==> src/design/gcb_pkg.sv <==
// Package with the offsets, reset values, types and helpers of the configuration bank.
package gcb_pkg;

   // ==========================================================================
   // Window geometry and the fixed base-address port
   // ==========================================================================
   // Size of the decoded window in bytes.
   localparam int WIN_BYTES = 64;
   // Number of address bits that select a byte inside the window.
   localparam int WIN_BITS = 6;
   // Fixed I/O location of the base-address register after reset.
   localparam logic [15:0] BASE_PORT = 16'h02ea;
   // Byte lane of the base port inside its aligned word.
   localparam int BASE_LANE = 2;

   // ==========================================================================
   // Register offsets inside the window
   // ==========================================================================
   localparam logic [5:0] OFF_WD_TIMEOUT = 6'h00;
   localparam logic [5:0] OFF_WD_CONFIG = 6'h02;
   localparam logic [5:0] OFF_WD_STATUS = 6'h04;
   localparam logic [5:0] OFF_TIMER_VALUE = 6'h08;
   localparam logic [5:0] OFF_TIMER_STATUS = 6'h0c;
   localparam logic [5:0] OFF_TIMER_CONFIG = 6'h0d;
   localparam logic [5:0] OFF_MAX_MULT = 6'h10;
   localparam logic [5:0] OFF_PLL_POWER = 6'h12;
   localparam logic [5:0] OFF_PLL3_CONFIG = 6'h18;
   localparam logic [5:0] OFF_CORE_CLK = 6'h1e;
   localparam logic [5:0] OFF_PIN_FUNC = 6'h30;
   localparam logic [5:0] OFF_MISC_CONFIG = 6'h34;
   localparam logic [5:0] OFF_INT_ROUTE = 6'h38;
   localparam logic [5:0] OFF_DEVICE_ID = 6'h3c;
   localparam logic [5:0] OFF_REVISION = 6'h3d;
   localparam logic [5:0] OFF_BASE_READ = 6'h3e;

   // ==========================================================================
   // Reset values of the writable registers
   // ==========================================================================
   localparam logic [15:0] RST_WD_TIMEOUT = 16'h0000;
   localparam logic [15:0] RST_WD_CONFIG = 16'h0000;
   localparam logic [7:0] RST_WD_STATUS = 8'h00;
   localparam logic [7:0] RST_TIMER_STATUS = 8'h00;
   localparam logic [7:0] RST_TIMER_CONFIG = 8'h00;
   localparam logic [7:0] RST_PLL_POWER = 8'h2f;
   localparam logic [31:0] RST_PLL3_CONFIG = 32'he1040005;
   localparam logic [31:0] RST_PIN_FUNC = 32'h00000000;
   localparam logic [31:0] RST_MISC_CONFIG = 32'h00000001;
   localparam logic [7:0] RST_INT_ROUTE = 8'h00;
   localparam logic [15:0] RST_BASE = 16'h0000;

   // ==========================================================================
   // Types
   // ==========================================================================
   // How a byte of the window behaves.
   typedef enum logic [1:0] {
      GCB_NONE = 2'b00,
      GCB_RW = 2'b01,
      GCB_W1C = 2'b11,
      GCB_RO = 2'b10
   } gcb_kind_t;

   // One I/O request from the core as seen on the internal bus.
   typedef struct packed {
      logic [15:0] addr;
      logic [3:0] byteEn;
      logic wr;
      logic rd;
      logic [31:0] wdata;
   } gcb_req_t;

   // Stored configuration handed to the functions the bank steers.
   typedef struct packed {
      logic [15:0] wdTimeout;
      logic [15:0] wdConfig;
      logic [7:0] timerStatus;
      logic [7:0] timerConfig;
      logic [7:0] pllPower;
      logic [31:0] pll3Config;
      logic [15:0] coreClkCtl;
      logic [31:0] pinFunc;
      logic [31:0] miscConfig;
      logic [7:0] intRoute;
   } gcb_cfg_t;

   // ==========================================================================
   // Per-byte attributes
   // ==========================================================================
   // Returns true when byte o lies in [base, base+len).
   // The sum is taken on seven bits, so a range ending at the window top does not wrap to zero.
   function automatic logic inRange(input logic [5:0] o, input logic [5:0] base,
                                    input logic [5:0] len);
      inRange = ({1'b0, o} >= {1'b0, base}) && ({1'b0, o} < {1'b0, base} + {1'b0, len});
   endfunction : inRange

   // Kind of each byte; everything not listed is a reserved hole.
   function automatic gcb_kind_t byteKind(input logic [5:0] o);
      if (inRange(o, OFF_WD_TIMEOUT, 6'h04) || inRange(o, OFF_TIMER_STATUS, 6'h02) ||
          o == OFF_PLL_POWER || inRange(o, OFF_PLL3_CONFIG, 6'h04) ||
          inRange(o, OFF_CORE_CLK, 6'h02) || inRange(o, OFF_PIN_FUNC, 6'h08) ||
          o == OFF_INT_ROUTE) begin
         byteKind = GCB_RW;
      end else if (o == OFF_WD_STATUS) begin
         byteKind = GCB_W1C;
      end else if (inRange(o, OFF_TIMER_VALUE, 6'h04) || o == OFF_MAX_MULT ||
                   inRange(o, OFF_DEVICE_ID, 6'h04)) begin
         byteKind = GCB_RO;
      end else begin
         byteKind = GCB_NONE;
      end
   endfunction : byteKind

   // Reset value of each stored byte.
   function automatic logic [7:0] byteReset(input logic [5:0] o);
      logic [511:0] img;
      img = '0;
      img[8*OFF_WD_TIMEOUT +: 16] = RST_WD_TIMEOUT;
      img[8*OFF_WD_CONFIG +: 16] = RST_WD_CONFIG;
      img[8*OFF_WD_STATUS +: 8] = RST_WD_STATUS;
      img[8*OFF_TIMER_STATUS +: 8] = RST_TIMER_STATUS;
      img[8*OFF_TIMER_CONFIG +: 8] = RST_TIMER_CONFIG;
      img[8*OFF_PLL_POWER +: 8] = RST_PLL_POWER;
      img[8*OFF_PLL3_CONFIG +: 32] = RST_PLL3_CONFIG;
      img[8*OFF_PIN_FUNC +: 32] = RST_PIN_FUNC;
      img[8*OFF_MISC_CONFIG +: 32] = RST_MISC_CONFIG;
      img[8*OFF_INT_ROUTE +: 8] = RST_INT_ROUTE;
      byteReset = img[8*o +: 8];
   endfunction : byteReset

endpackage : gcb_pkg

==> src/design/gcb_byte_reg.sv <==
// One stored byte of the configuration window, read/write or write-one-to-clear.
`timescale 1ns/1ps
module gcb_byte_reg #(
   parameter logic [7:0] RESET = 8'h00,
   parameter bit W1C = 1'b0
) (
   // Clock and reset.
   input wire logic clk,
   input wire logic rstn,
   // Software write of this byte.
   input wire logic wrEn,
   input wire logic [7:0] wrData,
   // Hardware events that set bits (used in clear-on-one mode only).
   input wire logic [7:0] hwSet,
   // One-shot load of a value caught after reset.
   input wire logic load,
   input wire logic [7:0] loadVal,
   // Stored value.
   output logic [7:0] q
);

   // ==========================================================================
   // Next value
   // ==========================================================================
   logic [7:0] d;
   // In clear mode a write of one clears, and an event in the same cycle still sets.
   assign d = load ? loadVal :
              W1C ? ((q & ~(wrEn ? wrData : 8'h00)) | hwSet) :
              (wrEn ? wrData : q);

   // Storage; in read/write mode every bit, reserved or not, keeps what was written.
   always_ff @(posedge clk) begin
      if (!rstn) begin
         q <= RESET;
      end else begin
         q <= d;
      end
   end

endmodule : gcb_byte_reg

==> src/design/gcb_config_bank.sv <==
// Address decode and register bank of the general configuration unit.
//
// Behaviour
// Decode a 64-byte I/O window at programmed base.
// No PCI configuration header; I/O decode only.
// Base register answers at fixed 02EAh after reset.
// Only first base write taken until reset.
// Firmware programs base before any PCI access.
// Reserved bits read back as last written.
// Four interrupt sources merge onto one routed line.
// Multiplier byte read-only, taken from straps.
// Offset is address minus base; holes inert.
`timescale 1ns/1ps
module gcb_config_bank #(
   // Arbitrary identification values, chosen freely.
   parameter logic [7:0] DEVICE_ID = 8'h5a,
   parameter logic [7:0] REVISION = 8'h01
) (
   // Clock and reset.
   input wire logic clk,
   input wire logic rstn,
   // I/O request from the core and its answer.
   input wire gcb_pkg::gcb_req_t req,
   output logic ack,
   output logic [31:0] rdata,
   // Straps and function state read through the window.
   input wire logic [7:0] maxMultStrap,
   input wire logic [15:0] coreClkStrap,
   input wire logic [31:0] timerValue,
   input wire logic [7:0] wdEvent,
   // Interrupt requests of the four functions and the merged line.
   input wire logic [3:0] irqReq,
   output logic irqLine,
   // Stored configuration.
   output gcb_pkg::gcb_cfg_t cfg,
   output logic [15:0] baseAddr,
   output logic baseValid
);

   // ==========================================================================
   // Base-address register
   // ==========================================================================
   logic [15:0] base_q;
   logic [15:0] base_d;
   logic baseLock_q;
   logic access;
   logic fixedHit;
   logic fixedWr;
   // Both halves of the base port share the aligned word at 02E8h.
   assign access = req.wr | req.rd;
   assign fixedHit = access && (req.addr[15:2] == gcb_pkg::BASE_PORT[15:2]);
   assign fixedWr = fixedHit && req.wr && (req.byteEn[3:2] != 2'b00);
   // Only enabled lanes change; a later write is dropped while the lock stands.
   assign base_d = {req.byteEn[3] ? req.wdata[31:24] : base_q[15:8],
                    req.byteEn[2] ? req.wdata[23:16] : base_q[7:0]};

   // The lock is released only by reset, so the window cannot be moved twice.
   always_ff @(posedge clk) begin
      if (!rstn) begin
         base_q <= gcb_pkg::RST_BASE;
         baseLock_q <= 1'b0;
      end else if (fixedWr && !baseLock_q) begin
         base_q <= base_d;
         baseLock_q <= 1'b1;
      end
   end

   // ==========================================================================
   // Window decode
   // ==========================================================================
   logic [15:0] baseAligned;
   logic [15:0] wordAddr;
   logic [15:0] diff;
   logic inWindow;
   logic [3:0] offWord;
   logic winWr;
   // The low six base bits are ignored so the window stays naturally aligned.
   assign baseAligned = {base_q[15:gcb_pkg::WIN_BITS], 6'h00};
   assign wordAddr = {req.addr[15:2], 2'b00};
   assign diff = wordAddr - baseAligned;
   // No window address decodes before firmware has placed the window; only I/O space is claimed.
   assign inWindow = access && baseLock_q && (diff[15:gcb_pkg::WIN_BITS] == 10'h000)
                     && !fixedHit;
   assign offWord = diff[5:2];
   assign winWr = inWindow && req.wr;

   // ==========================================================================
   // Strap capture for the core clock control reset value
   // ==========================================================================
   logic strapPend_q;
   // The strap is taken one cycle after release, never under reset itself.
   always_ff @(posedge clk) begin
      if (!rstn) begin
         strapPend_q <= 1'b1;
      end else begin
         strapPend_q <= 1'b0;
      end
   end

   // ==========================================================================
   // Byte array of the window
   // ==========================================================================
   logic [7:0] stored [gcb_pkg::WIN_BYTES];
   logic [7:0] rdByte [gcb_pkg::WIN_BYTES];
   logic [511:0] storedFlat;

   for (genvar i = 0; i < gcb_pkg::WIN_BYTES; i++) begin : g_byte
      localparam logic [5:0] OFF = 6'(i);
      localparam gcb_pkg::gcb_kind_t KIND = gcb_pkg::byteKind(OFF);
      logic wrHere;
      // A write reaches a byte only when its word is selected and its lane enabled.
      assign wrHere = winWr && (offWord == OFF[5:2]) && req.byteEn[i % 4];
      assign storedFlat[8*i +: 8] = stored[i];
      if (KIND == gcb_pkg::GCB_RW || KIND == gcb_pkg::GCB_W1C) begin : g_store
         logic isClk;
         assign isClk = (OFF[5:1] == gcb_pkg::OFF_CORE_CLK[5:1]);
         gcb_byte_reg #(
            .RESET(gcb_pkg::byteReset(OFF)),
            .W1C(KIND == gcb_pkg::GCB_W1C)
         ) u_reg (
            .clk(clk),
            .rstn(rstn),
            .wrEn(wrHere),
            .wrData(req.wdata[8*(i % 4) +: 8]),
            .hwSet((KIND == gcb_pkg::GCB_W1C) ? wdEvent : 8'h00),
            .load(isClk && strapPend_q),
            .loadVal(coreClkStrap[8*(i % 2) +: 8]),
            .q(stored[i])
         );
         assign rdByte[i] = stored[i];
      end else begin : g_nostore
         // Read-only bytes and holes keep nothing, so writes to them do nothing.
         assign stored[i] = 8'h00;
         if (OFF >= gcb_pkg::OFF_TIMER_VALUE && OFF < gcb_pkg::OFF_TIMER_STATUS) begin : g_tmr
            assign rdByte[i] = timerValue[8*(i % 4) +: 8];
         end else if (OFF == gcb_pkg::OFF_MAX_MULT) begin : g_mult
            assign rdByte[i] = maxMultStrap;
         end else if (OFF == gcb_pkg::OFF_DEVICE_ID) begin : g_id
            assign rdByte[i] = DEVICE_ID;
         end else if (OFF == gcb_pkg::OFF_REVISION) begin : g_rev
            assign rdByte[i] = REVISION;
         end else if (OFF[5:1] == gcb_pkg::OFF_BASE_READ[5:1]) begin : g_base
            assign rdByte[i] = base_q[8*(i % 2) +: 8];
         end else begin : g_hole
            assign rdByte[i] = 8'h00;
         end
      end
   end

   // ==========================================================================
   // Read mux and answer
   // ==========================================================================
   logic [31:0] winData;
   logic [31:0] readData;
   assign winData = {rdByte[{offWord, 2'b11}], rdByte[{offWord, 2'b10}],
                     rdByte[{offWord, 2'b01}], rdByte[{offWord, 2'b00}]};
   // The base port sits in the upper half of its word; the lower half reads zero.
   assign readData = fixedHit ? {base_q, 16'h0000} : (inWindow ? winData : 32'h00000000);

   // Claimed cycles answer one clock later; unclaimed ones get no answer at all.
   always_ff @(posedge clk) begin
      if (!rstn) begin
         ack <= 1'b0;
         rdata <= 32'h00000000;
      end else begin
         ack <= fixedHit | inWindow;
         rdata <= req.rd ? readData : 32'h00000000;
      end
   end

   // ==========================================================================
   // Interrupt merge and configuration outputs
   // ==========================================================================
   // The merged line is registered; its destination is the route byte in cfg.
   always_ff @(posedge clk) begin
      if (!rstn) begin
         irqLine <= 1'b0;
      end else begin
         irqLine <= |irqReq;
      end
   end

   assign cfg.wdTimeout = storedFlat[8*gcb_pkg::OFF_WD_TIMEOUT +: 16];
   assign cfg.wdConfig = storedFlat[8*gcb_pkg::OFF_WD_CONFIG +: 16];
   assign cfg.timerStatus = storedFlat[8*gcb_pkg::OFF_TIMER_STATUS +: 8];
   assign cfg.timerConfig = storedFlat[8*gcb_pkg::OFF_TIMER_CONFIG +: 8];
   assign cfg.pllPower = storedFlat[8*gcb_pkg::OFF_PLL_POWER +: 8];
   assign cfg.pll3Config = storedFlat[8*gcb_pkg::OFF_PLL3_CONFIG +: 32];
   assign cfg.coreClkCtl = storedFlat[8*gcb_pkg::OFF_CORE_CLK +: 16];
   assign cfg.pinFunc = storedFlat[8*gcb_pkg::OFF_PIN_FUNC +: 32];
   assign cfg.miscConfig = storedFlat[8*gcb_pkg::OFF_MISC_CONFIG +: 32];
   assign cfg.intRoute = storedFlat[8*gcb_pkg::OFF_INT_ROUTE +: 8];
   assign baseAddr = base_q;
   assign baseValid = baseLock_q;

   // ==========================================================================
   // Assertions
   // ==========================================================================
   a_base_once: assert property (@(posedge clk) disable iff (!rstn)
      baseLock_q |=> $stable(base_q) && baseLock_q)
      else $error("base register changed after first write");

   a_base_first: assert property (@(posedge clk) disable iff (!rstn)
      (fixedWr && !baseLock_q && req.byteEn[3:2] == 2'b11) |=>
      base_q == $past(req.wdata[31:16]))
      else $error("first base write not taken");

   a_fixed_answer: assert property (@(posedge clk) disable iff (!rstn)
      (fixedHit && req.rd) |=> ack && rdata[31:16] == $past(base_q))
      else $error("fixed base port did not answer");

   a_window_ack: assert property (@(posedge clk) disable iff (!rstn)
      (access && baseLock_q && !fixedHit && (wordAddr - baseAligned) < 16'h0040) |=> ack)
      else $error("window access not answered");

   a_outside_quiet: assert property (@(posedge clk) disable iff (!rstn)
      (!fixedHit && (!baseLock_q || diff >= 16'h0040)) |=> !ack)
      else $error("access outside window answered");

   a_rw_readback: assert property (@(posedge clk) disable iff (!rstn)
      (winWr && offWord == gcb_pkg::OFF_PIN_FUNC[5:2] && req.byteEn == 4'hf) |=>
      cfg.pinFunc == $past(req.wdata))
      else $error("written value not held");

   a_strap_read: assert property (@(posedge clk) disable iff (!rstn)
      (inWindow && req.rd && offWord == gcb_pkg::OFF_MAX_MULT[5:2]) |=>
      rdata[7:0] == $past(maxMultStrap))
      else $error("multiplier byte not from straps");

   a_hole_inert: assert property (@(posedge clk) disable iff (!rstn)
      (winWr && offWord == 4'h8) |=> $stable(storedFlat))
      else $error("write to a hole changed storage");

   a_irq_merge: assert property (@(posedge clk) disable iff (!rstn)
      (irqReq != 4'h0) |=> irqLine)
      else $error("interrupt request not merged onto the line");

   a_irq_quiet: assert property (@(posedge clk) disable iff (!rstn)
      (irqReq == 4'h0) |=> !irqLine)
      else $error("merged line raised without a request");

endmodule : gcb_config_bank

==> config.mk <==
export PLATFORM = sky130hd
export DESIGN_NAME = gcb_config_bank
export DESIGN_NICKNAME = d
export VERILOG_FILES = /design/src/design/gcb_pkg.sv /design/src/design/gcb_byte_reg.sv /design/src/design/gcb_config_bank.sv
export SDC_FILE = /design/constraint.sdc
export NUM_CORES = 1
export LEC_CHECK = 0
export BUFFER_PORTS_ARGS = -buffer_cell sky130_fd_sc_hd__buf_2
export CAP_MARGIN = 25
export CORE_ASPECT_RATIO = 0.5
export CORE_MARGIN = 8
export CORE_UTILIZATION = 40
export CTS_BUF_LIST = sky130_fd_sc_hd__clkbuf_8 sky130_fd_sc_hd__clkbuf_16
export DETAILED_ROUTE_END_ITERATION = 7
export PLACE_DENSITY_LB_ADDON = 0.1
export SETUP_SLACK_MARGIN = 0.2
export SYNTH_ARGS = -nofsm -noshare
export SYNTH_HDL_FRONTEND = slang
export SYNTH_HIERARCHICAL = 1
export SYNTH_SLANG_ARGS = --single-unit
==> constraint.sdc <==
create_clock -name clk -period 9.4 [get_ports clk]
set_input_delay 0.94 -clock clk [delete_from_list [all_inputs] [get_ports clk]]
set_output_delay 0.94 -clock clk [all_outputs]
set_load 0.01 [all_outputs]
==> summary.md <==
| Metric | Value |
|---|---|
| Clock Tree Buf Depth | 3 |
| Postcts setup bufs | 0 |
| Final Net Count | 1915 |
| Drt wl/cell | 24.14 µm |
| Max-slew violations | 0 |
| First-pass GRT wire length | 80500 µm |
| Post-synthesis compound-gate area fraction | 0.1987 |
| Vias | 12530 |
| CTS Hold Buffers Added | 0 |
| Critical Path Sink Type | flop |
| Number of global-route vias before repair | 12470 |
| Power Density | 147.3 nW/µm² |
| GPL Wtd Cong | 0.8691 |
| Grt total ovfl | 0 |
| Drt initial violations | 1155 |
| FMAX | 219.0 MHz |
| MaxCap Viol Count | 0 |
| First-pass iteration count of the detailed router | 6 |
| Post-DP HPWL | 39970 µm |
| FF-to-FF setup slack | 4.85 ns |
| Crit-path max cell delay | 1.05 ns |
| Die Y-Extent | 149.6 µm |
| Slew HR | 0.2923 |
| VDD IR-drop max | 0.1014 mV |
| Ports | 351 |
| Worst Clk Skew | 0.01410 ns |
| Core Area | 35560 µm² |
| Clock power share | 0.391 |
| Synthesis Warnings | 6 |
| Sequential share of power | 0.427 |
| Status | complete, no violations |
| Post-Synth Simple-Gate Area | 0.1561 |
| Vias/cell | 5.484 |
| Yosys top cell area share | 0.3307 |
| Sw Pwr | 0.7458 mW |
| Worst Setup Start Kind | input port |
| Net Sw Frac | 0.2880 |
| Largest net degree at the start of global routing | 95 |
| Final setup viols | 0 |
| Rows | 49 |
| Synth Flop Type | dfxtp_1 |
| Largest family of logic cells by synthesized area | multiplexers |
| EDFF count, synth | 0 |
| Cell taking the most area after synthesis | dfxtp_1 |
| CP Class | in -> reg |
| GRT Max-Usage Layer | met2 |
| Seq/Total Area, Yosys | 0.3307 |
| Int Pwr | 1.844 mW |
| Setup TNS Final | 0 ns |
| Area growth syn-to-layout | 23.08% |
| Synth Area in XOR/XNOR | 0.001839 |
| Critical path's slowest cell | nor3_2 |
| Worst-path cell chain | buf_2 -> ha_1 -> or2_1 -> a2111oi_0 -> o221ai_1 -> a211oi_2 -> nand2_2 -> nor3_2 -> mux2_4 -> o211a_1 |
| Synth Area per Inst | 10.47 µm² |
| Routing usage on met1 | 0.3219 |
| Met3 global-route usage | 0.03653 |
| Worst skew pair latency | 0.54 ns |
| Period Utilization, post-route | 0.4857 |
| CP required | 9.84 ns |
| Chip width | 283.3 µm |
| Unique cell type count in the Yosys netlist | 61 |
| Cts repair resizes | 0 |
| Antenna-violating nets left | 0 |
| Final hold violation count | 0 |
| P_leak | 9.148 nW |
| Largest cells by area after synthesis | dfxtp_1, mux2_4, o211a_1 |
| Fill count | 3360 |
| Mux cell area share after synthesis | 0.2474 |
| Logic pwr share | 0.182 |
| M2 GR Usage | 0.4084 |
| Worst hold path class | reg -> reg |
| Post-Syn Area | 14280 µm² |
| H-tree depth | 1 |
| Initial core utilization | 0.4017 |
| Total clock sinks | 236 |
| Cell count after synthesis | 1364 |
| Root Driver | clkbuf_16 |
| CTS tree | yes |
| # port buffers | 348 |
| Final WL | 55150 µm |
| Die area | 42380 µm² |
| Num CTS Buffers | 26 |
| Worst-path clk slew | 0.07 ns |
| Initial antenna violation count | 1 |
| Share of cells above drive strength 1 | 0.3472 |
| Adder-Cell Fraction of Synth Area | 0.007883 |
| Seq cells post-synth | 236 |
| GR Util All Layers | 0.2427 |
| Critical path arrival | 5.00 ns |
| Crit-path max FO | 39 |
| # DRC | 0 |
| Fin Hold WS | 0.4990 ns |
| Worst-Margin Slew | 1.056 ns |
| Minimum clock period | 4.566 ns |
| Post-synth ARST share | 0 |
| RSZ-0062 raised after global routing | false |
## Yosys cell counts (all sizes together), types with 10 or more instances
library cell	instances
a211oi	16
a21oi	35
a221oi	10
a22oi	12
a31oi	10
and3b	11
buf	90
clkbuf	33
dfxtp	236
inv	20
mux2	177
mux2i	80
nand2	66
nand2b	20
nand3	16
nor2	43
nor2b	22
nor3	19
o211a	151
o21ai	34
o221ai	10
or2b	142
## kinds of logic (layout without fill, tap and decap cells)
logic type	after synthesis	after routing
fa+ha+maj	9	9
buf+inv	143	437
other cells	1	144
mux	265	265
compound gates	337	337
xor+xnor	3	3
simple gates	370	370
flops	236	236
## metrics by stage
| stage | utilization | worst slack, ns | cells | power (mW) | area [µm²] |
|---|---|---|---|---|---|
| final | 0.4944 | 4.834 | 2285 | 2.590 | 17580 |
| after global routing | 0.4944 | 4.592 | 2285 | 2.692 | 17580 |
| after CTS | 0.4934 | 4.780 | 2282 | 2.596 | 17540 |
| after detailed placement | 0.4701 | 4.228 | 2236 | 1.582 | 16720 |
| after global placement | 0.4682 | 4.255 | 2230 | 1.571 | 16650 |
| after floorplan | - | 5.628 | 1506 | 1.389 | 14820 |
## cell type report
class	count	area [µm²]	area share
clock inverter	12	56.30	0.003202
multi-input combinational	1127	9382	0.5336
timing repair buffer	371	1964	0.1117
inverter	20	75.07	0.004270
antenna	1	2.502	0.0001423
sequential	236	4725	0.2687
clock buffer	34	772.0	0.04391
tap	484	605.6	0.03444
## final timing paths
| check | from | end | cells after the start |
|---|---|---|---|
| worst max register to register | baseAddr[9] | g_byte[48].g_store.u_reg/q[3] | 10 |
| worst min-delay path | g_byte[49].g_store.u_reg/q[3] | rdata[11] | 2 |
| worst min register to register | g_byte[49].g_store.u_reg/q[3] | rdata[11] | 2 |
| worst max-delay path | req[47] | g_byte[48].g_store.u_reg/q[3] | 10 |
## layer usage
metal,part of all wire,vias up
li1,-,5726
met1,0.44,6269
met2,0.48,439
met3,0.056,98
met4,0.029,0
met5,0,-
## power groups by stage
stage	clock, mW	combinational, mW	sequential [mW]
global placement	0	0.446	1.12
finish	1.01	0.470	1.11
detailed placement	0	0.455	1.13
global route	1.08	0.502	1.11
CTS	1.03	0.457	1.10
floorplan	0	0.253	1.14
## registers in the layout, indices dropped and copies added, names as in the netlist
register / flops
irqLine: 1
ack: 1
baseValid: 1
baseAddr: 16
rdata: 32
strapPend_q: 1
g_byte.g_store.u_reg/q: 184
## layout by cell type, fill, tap and decap left out, types with 5 or more instances in the layout
cell type and instances:
a21boi_0 8, or2b_1 142, a221oi_1 10, o211a_1 151
nor4_2 6, mux2_4 149, nor3_1 5, a22oi_1 12
o41ai_2 5, nand2_1 65, mux4_2 8, clkbuf_8 7
o211ai_1 9, inv_1 28, a31oi_1 10, ha_1 9
nor2_1 41, buf_6 6, nor3_2 14, a211oi_1 15
clkbuf_16 27, a22o_1 8, mux2_2 28, nand3_1 16
a21oi_1 35, o221ai_1 10, buf_4 19, o311a_1 8
o21ai_0 34, buf_2 345, and3b_1 11, dfxtp_1 236
nor2b_1 22, o22ai_1 5, nand2b_1 20, mux2i_1 80
conb_1 143
## worst max-delay path, delay by kind of cell
family                     cells  cell delay (ns)
buffers and inverters          1             0.11
and+or+nand+nor                3             1.92
adders and majority gates      1             0.35
AOI/OAI and AO/OA              4             1.29
muxes                          1             0.35
Note: power is estimated with default switching activity, not from simulation.
